==> config.mk <==
export PLATFORM = sky130hd
export DESIGN_NAME = dds_ctrl
export DESIGN_NICKNAME = d
export VERILOG_FILES = /design/src/verilog/dds_pkg.sv /design/src/verilog/dds_ctrl.sv /design/src/verilog/dds_fifo.sv
export SDC_FILE = /design/constraint.sdc
export NUM_CORES = 1
export LEC_CHECK = 0
export ABC_AREA = 1
export BUFFER_PORTS_ARGS = -buffer_cell sky130_fd_sc_hd__buf_2
export CAP_MARGIN = 25
export CORE_MARGIN = 4
export CORE_UTILIZATION = 35
export DETAILED_ROUTE_END_ITERATION = 10
export PLACE_DENSITY = 0.54
export SLEW_MARGIN = 20
export SYNTH_ARGS = -nofsm -noshare
export SYNTH_HDL_FRONTEND = slang
export SYNTH_SLANG_ARGS = --single-unit
==> constraint.sdc <==
create_clock -name clock -period 3.25 [get_ports clock]
set_input_delay 0.325 -clock clock [delete_from_list [all_inputs] [get_ports clock]]
set_output_delay 0.325 -clock clock [all_outputs]
set_load 0.01 [all_outputs]
==> src/verilog/dds_pkg.sv <==
// Behaviour
// Chip select low: serial clock edges shift data; the code shifts on rising edges, and only while load and clear are high
// Chip select rise loads addressed input registers
// Load low, select high: outputs follow inputs
// Load high: output registers hold their value
// Clear with level low forces all-zero code
// Clear with level high forces half-scale code
// Frame is address plus data, MSB first
// Address 00 none, 01 A, 10 B, 11 both
// Host holds serial clock still during load
// Power-up leaves all registers at zero
// Data width parameter sets frame and half-scale
package dds_pkg;
  // ----------------------------------------
  // Frame layout
  // ----------------------------------------
  localparam int DATA_W = 16;
  localparam int ADDR_W = 2;
  localparam int FRAME_W = DATA_W + ADDR_W;
  localparam logic [DATA_W-1:0] ZERO_CODE = '0;
  localparam logic [DATA_W-1:0] HALF_CODE = {1'b1, {(DATA_W-1){1'b0}}};
  // Address decode codes
  localparam logic [ADDR_W-1:0] ADDR_NONE = 2'h0;
  localparam logic [ADDR_W-1:0] ADDR_A = 2'h1;
  localparam logic [ADDR_W-1:0] ADDR_B = 2'h2;
  localparam logic [ADDR_W-1:0] ADDR_AB = 2'h3;
  // Staging FIFO between frame capture and input registers
  localparam int FIFO_DEPTH = 8;
  localparam int SYNC_STAGES = 2;
endpackage : dds_pkg

==> src/verilog/dds_ctrl.sv <==
`timescale 1ns/1ps
module dds_ctrl
  import dds_pkg::*;
(
  input wire logic clock,
  input wire logic sys_rst,
  input wire logic chip_sel_n,
  input wire logic serial_clk,
  input wire logic serial_in,
  input wire logic output_load_n,
  input wire logic register_clear_n,
  input wire logic clear_level,
  output logic [DATA_W-1:0] input_a,
  output logic [DATA_W-1:0] input_b,
  output logic [DATA_W-1:0] dac_a,
  output logic [DATA_W-1:0] dac_b,
  output logic frame_overflow
);
  // ----------------------------------------
  // Pin synchronisers
  // ----------------------------------------
  // Pins come from the host's domain; two flops each before use
  logic [SYNC_STAGES-1:0] s_cs, s_clk, s_din, s_ld, s_clr, s_lvl;
  logic prev_cs, prev_sclk;
  always_ff @(posedge clock)
  begin
    if (sys_rst)
    begin
      s_cs <= '1;
      s_clk <= '0;
      s_din <= '0;
      s_ld <= '1;
      s_clr <= '1;
      s_lvl <= '0;
    end
    else
    begin
      s_cs <= {s_cs[0], chip_sel_n};
      s_clk <= {s_clk[0], serial_clk};
      s_din <= {s_din[0], serial_in};
      s_ld <= {s_ld[0], output_load_n};
      s_clr <= {s_clr[0], register_clear_n};
      s_lvl <= {s_lvl[0], clear_level};
    end
  end

  // Edge history taken only from the second stage
  always_ff @(posedge clock)
  begin
    if (sys_rst)
    begin
      prev_cs <= 1'b1;
      prev_sclk <= 1'b0;
    end
    else
    begin
      prev_cs <= s_cs[1];
      prev_sclk <= s_clk[1];
    end
  end

  logic cs_n, sclk, din, ld_n, clr_n, lvl;
  assign cs_n = s_cs[1];
  assign sclk = s_clk[1];
  assign din = s_din[1];
  assign ld_n = s_ld[1];
  assign clr_n = s_clr[1];
  assign lvl = s_lvl[1];

  logic sclk_rise, cs_rise;
  assign sclk_rise = sclk && !prev_sclk;
  assign cs_rise = cs_n && !prev_cs;

  // ----------------------------------------
  // Shift register
  // ----------------------------------------
  logic [FRAME_W-1:0] shift_reg;
  // Only the newest frame-width bits survive; older ones fall off the top
  always_ff @(posedge clock)
  begin
    if (sys_rst)
    begin
      shift_reg <= '0;
    end
    else if (!cs_n && sclk_rise && ld_n && clr_n)
    begin
      shift_reg <= {shift_reg[FRAME_W-2:0], din};
    end
  end

  // ----------------------------------------
  // Frame capture into staging FIFO
  // ----------------------------------------
  logic fifo_in_ready, fifo_out_valid;
  logic [FRAME_W-1:0] fifo_out_data;
  logic push_frame;
  // Capture on select rise; serial clock must be low then
  assign push_frame = cs_rise && !sclk && clr_n;

  dds_fifo #(
    .WIDTH(FRAME_W),
    .DEPTH(FIFO_DEPTH)
  ) u_fifo (
    .clock(clock),
    .sys_rst(sys_rst),
    .in_valid(push_frame),
    .in_ready(fifo_in_ready),
    .in_data(shift_reg),
    .out_valid(fifo_out_valid),
    .out_ready(clr_n),
    .out_data(fifo_out_data)
  );

  // Drain stalls during clear so queued frames survive it
  // Sticky flag: a frame arrived with the FIFO full and was lost
  always_ff @(posedge clock)
  begin
    if (sys_rst)
    begin
      frame_overflow <= 1'b0;
    end
    else if (push_frame && !fifo_in_ready)
    begin
      frame_overflow <= 1'b1;
    end
  end

  // ----------------------------------------
  // Address decode
  // ----------------------------------------
  function automatic logic [1:0] decode_target(input logic [ADDR_W-1:0] addr);
    unique case (addr)
      ADDR_NONE: decode_target = 2'h0;
      ADDR_A: decode_target = 2'h1;
      ADDR_B: decode_target = 2'h2;
      ADDR_AB: decode_target = 2'h3;
    endcase
  endfunction : decode_target

  logic target_sel_hi, target_sel_lo;
  logic [DATA_W-1:0] frame_data;
  logic [1:0] hit;
  logic drain;
  assign {target_sel_hi, target_sel_lo} = fifo_out_data[FRAME_W-1 -: ADDR_W];
  assign frame_data = fifo_out_data[DATA_W-1:0];
  assign hit = decode_target({target_sel_hi, target_sel_lo});
  assign drain = fifo_out_valid && clr_n;

  logic [DATA_W-1:0] clear_code;
  assign clear_code = lvl ? HALF_CODE : ZERO_CODE;

  // ----------------------------------------
  // Input registers
  // ----------------------------------------
  always_ff @(posedge clock)
  begin
    if (sys_rst)
    begin
      input_a <= ZERO_CODE;
      input_b <= ZERO_CODE;
    end
    else if (!clr_n)
    begin
      input_a <= clear_code;
      input_b <= clear_code;
    end
    else if (drain)
    begin
      if (hit[0])
      begin
        input_a <= frame_data;
      end
      if (hit[1])
      begin
        input_b <= frame_data;
      end
    end
  end

  // ----------------------------------------
  // Output (DAC) registers
  // ----------------------------------------
  // Transparency is emulated by copying every cycle while load is low and select is high
  always_ff @(posedge clock)
  begin
    if (sys_rst)
    begin
      dac_a <= ZERO_CODE;
      dac_b <= ZERO_CODE;
    end
    else if (!clr_n)
    begin
      dac_a <= clear_code;
      dac_b <= clear_code;
    end
    else if (!ld_n && cs_n)
    begin
      dac_a <= input_a;
      dac_b <= input_b;
    end
    // Otherwise held
  end
endmodule : dds_ctrl

==> src/verilog/dds_fifo.sv <==
`timescale 1ns/1ps
module dds_fifo
  import dds_pkg::*;
#(
  parameter int WIDTH = FRAME_W,
  parameter int DEPTH = FIFO_DEPTH
)
(
  input wire logic clock,
  input wire logic sys_rst,
  input wire logic in_valid,
  output logic in_ready,
  input wire logic [WIDTH-1:0] in_data,
  output logic out_valid,
  input wire logic out_ready,
  output logic [WIDTH-1:0] out_data
);
  localparam int AW = $clog2(DEPTH);
  logic [WIDTH-1:0] mem [DEPTH];
  logic [AW-1:0] wr_ptr;
  logic [AW-1:0] rd_ptr;
  logic [AW:0] count;
  logic push;
  logic pop;

  assign push = in_valid && in_ready;
  assign pop = out_valid && out_ready;
  assign in_ready = (count != (AW+1)'(DEPTH));
  assign out_valid = (count != '0);
  assign out_data = mem[rd_ptr];

  // ----------------------------------------
  // Storage and pointers
  // ----------------------------------------
  always_ff @(posedge clock)
  begin
    if (push)
    begin
      mem[wr_ptr] <= in_data;
    end
  end

  // Pointers wrap naturally since depth is a power of two
  always_ff @(posedge clock)
  begin
    if (sys_rst)
    begin
      wr_ptr <= '0;
      rd_ptr <= '0;
      count <= '0;
    end
    else
    begin
      if (push)
      begin
        wr_ptr <= wr_ptr + 1'b1;
      end
      if (pop)
      begin
        rd_ptr <= rd_ptr + 1'b1;
      end
      count <= count + (AW+1)'(push) - (AW+1)'(pop);
    end
  end
endmodule : dds_fifo

==> results of run 1 <==
final cells by class:
| class | count | share of cell area (%) |
|---|---|---|
| Clock buffer | 41 | 7.242 |
| Clock inverter | 10 | 1.072 |
| Inverter | 127 | 3.985 |
| Multi-Input combinational cell | 669 | 24.50 |
| Sequential cell | 254 | 54.29 |
| Tap cell | 384 | 3.995 |
| Timing Repair Buffer | 99 | 4.911 |
repair_timing:
item | in CTS | in global routing
hold buffers | 6 | 0
setup endpoints to repair | 0 | 0
endpoints found under the hold margin | 6 | 0
path summary, 6_finish.rpt:
kind	startpoint	slack, ns	end	cells after the start
worst min-delay path	sys_rst	0.39	dac_b[13]$_SDFFE_PP0P_	3
worst max register to register	u_fifo.count[2]$_SDFF_PP0_	1.04	u_fifo.count[2]$_SDFF_PP0_	11
worst min register to register	s_clk[0]$_SDFF_PP0_	0.40	s_clk[1]$_SDFF_PP0_	2
worst max-delay path	u_fifo.count[2]$_SDFF_PP0_	1.04	u_fifo.count[2]$_SDFF_PP0_	11
cell usage after synthesis, drive strengths merged:
cell    instances
nor3            1
fa              1
ha              7
edfxtp        144
nand2         229
dfxtp         110
a21oi          39
nor2          192
clkbuf         23
nand3         146
inv           126
buf            33
xnor2           1
nand4           1
o21ai          43
a31oi           2
clkinv          1
or2             7
worst reg2reg max path, stage by stage, from the launching register on:
cell and delay, ns:
dfxtp_1 0.29, inv_1 0.09, ha_1 0.18, nand3_1 0.15, nand2_1 0.11, inv_1 0.11
nand2_1 0.14, o21ai_0 0.11, ha_1 0.25, fa_1 0.42, xnor2_1 0.17, nor2_1 0.05
kinds of logic after synthesis:
family / after synthesis
flip-flops: 254
AO/OA/AOI/OAI: 84
adder cells (fa/ha/maj): 8
XOR/XNOR: 1
AND/OR/NAND/NOR: 576
buffers and inverters: 183
per-stage QoR:
step | util (%) | worst slack [ns]
after floorplan | - | 0.9436
after global placement | 38.10 | 1.112
after detailed placement | 38.10 | 1.052
after CTS | 41.78 | 1.032
after global routing | 41.78 | 0.8320
final | 41.78 | 1.042
where the power goes:
group / total [mW] / switching [mW] / internal [mW]
logic: 2.53 / 1.73 / 0.804
registers: 3.87 / 0.215 / 3.65
clock network: 3.31 / 1.23 / 2.08
total: 9.71 / 3.17 / 6.54
layer usage:
metal / vias up / wire length, um / track usage [%]
li1: 3712 / - / -
met5: - / 0 / 0
met3: 38 / 1417 / 3.184
met2: 159 / 11370 / 24.94
met4: 0 / 634 / 4.381
met1: 3414 / 11000 / 20.31
==> key figures, run 1 <==
Hold path
  • Worst Hold Class: input port to flop

Cells and area
  • Final cell count without fillers: 1584
  • Layout cells sized above 1: 13.83%
  • Most frequent cells in the layout: nand2_1, nor2_1, edfxtp_1
  • Storage cell area: 6529 um2
  • Max reg flops: 144
  • ANT cells: 0
  • Layout Area Growth over Synthesis: 17.41%
  • Fillers: 2840
  • Final #Nets: 1195
  • Post-route cell area: 12030 um2
  • Commonest non-fill, non-tap cell in the layout: nand2_1
  • Area of the multi-input gates: 2947 um2

STA
  • RSZ-0062 raised after global routing: no
  • Final hold vios: 0
  • Slew Viols, Final: 0
  • Tmin final: 2.208 ns
  • Final setup TNS: 0 ns
  • Worst-Margin Slew: 0.6930 ns
  • Max Clock Skew: 0.008191 ns
  • Setup violations, final: 0
  • Slew HR: 53.80%
  • Hold_ws: 0.3946 ns
  • Tcrit/Tclk final: 67.92%
  • F_max: 0.4530 GHz

Global routing
  • Largest net degree at the start of global routing: 81
  • First-pass GRT wire length: 38320 um
  • Initial antenna violation count: 0
  • Overall Global Routing Usage: 15.17%
  • Gr ovfl total: 0
  • Vias in the first global route: 7012

Synth
  • Post-synthesis adder-cell area fraction: 1.051%
  • Largest family of logic cells by synthesized area: simple AND/OR/NAND/NOR gates
  • Synth area leaders: edfxtp_1, dfxtp_1, nand2_1, nor2_1, nand3_1
  • Synth Register Bits: 254
  • Syn. warnings: 0
  • Synth cell types: 26
  • Synthesized area: 10240 um2
  • Seq/Total Area, Yosys: 63.72%
  • Area leader, netlist: edfxtp_1
  • Post-synthesis simple-gate area fraction: 23.37%
  • Post-synthesis compound-gate area fraction: 4.166%
  • Gate Count Post-Synth: 1106
  • Mux cell area share after synthesis: 0%
  • Synth Area in XOR/XNOR: 0.08551%
  • Yosys top cell area share: 42.22%
  • Syn_nets: 1122
  • Syn Area/Cell: 9.261 um2

Place
  • Dpl cell area: 10970 um2
  • DP Cell Count: 1527
  • DP Wirelength: 15030 um
  • Routability Congestion: 0.8152
  • PortBufs: 72

Setup path
  • Crit Path Category: flop to flop
  • Startpoint Class: flop
  • Worst Path Buf+Inv: 2
  • Crit path DAT: 2.60 ns
  • CP Max Fanout: 7
  • Crit path largest cell delay: 0.42 ns
  • Critical Path, Cell by Cell: inv_1 > ha_1 > nand3_1 > nand2_1 > inv_1 > nand2_1 > o21ai_0 > ha_1 > fa_1 > xnor2_1 > nor2_1
  • CP top delay family: adder cells
  • Worst setup EP type: flop
  • Critical Path RT: 3.65 ns
  • CP max stage cell: fa_1

Pwr
  • Pwr per Cell Area: 807.6 nW/um2
  • Pwr Total: 9.712 mW
  • Worst VDD drop: 462.2 uV
  • Leak Pwr: 5.301 nW

Detailed routing
  • Vias per inst: 4.623
  • Vias: 7323
  • # DRC: 0
  • 1st-iter DRT viols: 488
  • Post-Route WL: 24420 um
  • Router iterations before antenna repair: 6
  • Post-route ant nets: 0
  • WL per Instance: 15.42 um

Run
  • Max Cap Viol: 0

CTS
  • Clock sinks: 254
  • Post-cts resize count: 0
  • Max Root-Sink Buffers: 3
  • CTS tree: done
  • Setup bufs post-CTS: 0
  • Inserted Clock Buffers: 28
  • Root buffer cell: clkbuf_16
  • # H-tree levels: 1
  • Latest clock arrival within the worst-skew pair: 0.53 ns
  • Clock transition at path regs: 0.06 ns

Floorplanning
  • Die Y: 179.1 um
  • Die area: 32060 um2
  • Core Footprint: 28780 um2
  • # rows: 62
  • Initial core utilization: 35.59%
  • IO Count: 73
  • Die X-Extent: 179.1 um

Outcome
  • Status: completed
(Power assumes the default switching activity.)
==> run 2: changes to the inputs <==
clock period = 2.3 ns   (was 3.25 ns; I/O delays follow)
==> run 2 against run 1 <==
  * Combinational power increased by 49%
  * Worst hold slack got worse by 0.095 ns
  * Final cell count increased by 1.1%
  * Clock skew increased by 0.0049 ns
  * Die area unchanged
  * Sequential share of layout area decreased by 0.38 points
  * Worst setup slack got worse by 0.85 ns
  * Critical endpoint unchanged
  * Power increased by 39%
  * Highest routed layer unchanged
  * Via count increased by 0.94%
  * Register-to-register slack got worse by 0.85 ns
  * Cell area increased by 0.70%
==> key figures, run 2 (synthesis gave the netlist of run 1 again) <==
Setup path
  • Reg2Reg Depth: 11
  • Crit Path Category: flop to flop
  • Critical Path, Cell by Cell: inv_1 > ha_1 > nand3_1 > nand2_1 > inv_1 > nand2_1 > o21ai_0 > ha_1 > fa_1 > xnor2_1 > nor2_1
  • Capturing point of the worst reg2reg path: u_fifo.count[2]$_SDFF_PP0_
  • Critical Path RT: 2.69 ns
  • CP max stage cell: fa_1
  • CP top delay family: adder cells
  • Crit path DAT: 2.50 ns
  • Worst r2r src: u_fifo.count[2]$_SDFF_PP0_
  • Worst Path Buf+Inv: 2
  • Startpoint Class: flop
  • Crit path largest cell delay: 0.41 ns
  • Worst setup EP type: flop
  • CP Max Fanout: 3
  • R2R setup slack: 0.19 ns

CTS
  • Hold buffer count at cts: 6
  • # H-tree levels: 1
  • Inserted Clock Buffers: 29
  • Clock transition at path regs: 0.06 ns
  • Clock sinks: 254
  • CTS tree: done
  • Setup bufs post-CTS: 0
  • Max Root-Sink Buffers: 3
  • Root buffer cell: clkbuf_16
  • Latest clock arrival within the worst-skew pair: 0.53 ns
  • Post-cts resize count: 0

Place
  • DP Wirelength: 15560 um
  • PortBufs: 72
  • Pre-CTS setup slack: 0.1823 ns
  • Routability Congestion: 0.7903

Pwr
  • Logic pwr share: 27.8%
  • Worst VDD drop: 618.3 uV
  • Net Switching: 4.542 mW
  • Pwr per Cell Area: 1118 nW/um2
  • Sequential fraction of design power: 40.4%
  • Internal power: 8.998 mW
  • Clk pwr share: 31.8%
  • Switching Fraction: 33.55%
  • Leak Pwr: 5.340 nW

Cells and area
  • Max reg flops: 144
  • Final core occ: 42.07%
  • Layout Area Growth over Synthesis: 18.23%
  • Most frequent cells in the layout: nand2_1, nor2_1, edfxtp_1
  • Final #Nets: 1212
  • Layout cells sized above 1: 14.53%
  • Commonest non-fill, non-tap cell in the layout: nand2_1
  • ANT cells: 0

Global routing
  • Overall Global Routing Usage: 15.04%
  • Gr ovfl total: 0
  • First-pass GRT wire length: 38020 um
  • Largest net degree at the start of global routing: 79
  • Initial antenna violation count: 0
  • Vias in the first global route: 6772

STA
  • Slew Viols, Final: 0
  • Worst setup margin: 0.1892 ns
  • Worst-Margin Slew: 0.7215 ns
  • Slew HR: 51.90%
  • F_max: 0.4738 GHz
  • Setup violations, final: 0
  • Max Clock Skew: 0.01304 ns
  • Tmin final: 2.111 ns
  • RSZ-0062 raised after global routing: no
  • Tcrit/Tclk final: 91.77%
  • Final hold vios: 0

Floorplanning
  • # rows: 62
  • Die area: 32060 um2
  • Die Y: 179.1 um
  • Core Footprint: 28780 um2
  • Die X-Extent: 179.1 um
  • Initial core utilization: 35.59%
  • IO Count: 73

Detailed routing
  • # DRC: 0
  • Vias: 7392
  • Post-Route WL: 24160 um
  • Post-route ant nets: 0
  • Vias per inst: 4.614
  • WL per Instance: 15.08 um
  • Router iterations before antenna repair: 5
  • 1st-iter DRT viols: 537

Run
  • Max Cap Viol: 0

Outcome
  • Status: completed

Hold path
  • Worst Hold Class: input port to flop
  • Hold depth: 3
  • HP Start: sys_rst
  • Min-Delay Endpoint: dac_b[14]$_SDFFE_PP0P_
[run 2: cell count changes in the layout (fill, tap and decap cells not counted), moves of 2 or more]
cell / delta
buf_4: +11
clkbuf_8: -6
buf_12: +5
clkbuf_1: +5
bufinv_16: -2
clkinv_1: +2
clkinv_2: +2
[run 2: area by class of cell]
cell class / count / area [um2]
flip-flops and latches: 254 / 6529
multi-input cells: 669 / 2947
well taps: 384 / 480.5
fillers: 2862 / 16670
inverters: 127 / 479.2
clock buffers: 40 / 807.0
repair buffers: 115 / 773.2
clock inverters: 13 / 93.84
[run 2: per-stage QoR]
step | area, um2 | instances | total power, mW | setup TNS, ns | hold WS (ns)
6_report | 12110 | 1602 | 13.54 | 0 | 0.2996
5_1_grt | 12110 | 1602 | 14.43 | 0 | 0.3112
4_1_cts | 12110 | 1602 | 13.72 | 0 | 0.2769
3_5_place_dp | 11150 | 1543 | 9.369 | 0 | 0.3987
3_3_place_gp | 11150 | 1543 | 9.336 | 0 | 0.3930
2_1_floorplan | 10240 | 1106 | 8.091 | -0.4635 | 0.3338
[run 2: worst max-delay path by stage]
stage / start / end / slack (ns) / cells past startpoint
after floorplan: u_fifo.count[2]$_SDFF_PP0_ / u_fifo.mem[5][0]$_DFFE_PP_ / -0.006 / 9
after global placement: u_fifo.count[2]$_SDFF_PP0_ / u_fifo.count[2]$_SDFF_PP0_ / 0.26 / 11
after detailed placement: u_fifo.count[2]$_SDFF_PP0_ / u_fifo.count[2]$_SDFF_PP0_ / 0.18 / 11
after CTS: u_fifo.count[2]$_SDFF_PP0_ / u_fifo.count[2]$_SDFF_PP0_ / 0.18 / 11
after global routing: u_fifo.count[2]$_SDFF_PP0_ / u_fifo.count[2]$_SDFF_PP0_ / 0.05 / 11
final: u_fifo.count[2]$_SDFF_PP0_ / u_fifo.count[2]$_SDFF_PP0_ / 0.19 / 11
[run 2: per-layer routing]
layer	share of wire [%]	wire length, um	GRT usage, %	up-vias
li1	-	-	-	3750
met1	46	11230	21.12	3462
met2	47	11290	24.61	147
met3	4.8	1161	2.320	33
met4	2.0	477	3.518	0
met5	0	0	0	-
[run 2: worst min-delay path: cells and delay by family]
kind                   cells  cell delay, ns
buffers and inverters      2            0.40
AOI/OAI and AO/OA          1            0.17
[run 2: power by group through the flow]
| stage | logic, mW | clock network [mW] | registers (mW) |
|---|---|---|---|
| after detailed placement | 3.81 | 0 | 5.56 |
| after global routing | 4.30 | 4.60 | 5.52 |
| final | 3.76 | 4.31 | 5.47 |
| after global placement | 3.78 | 0 | 5.56 |
| after CTS | 3.83 | 4.42 | 5.47 |
| after floorplan | 2.48 | 0 | 5.61 |
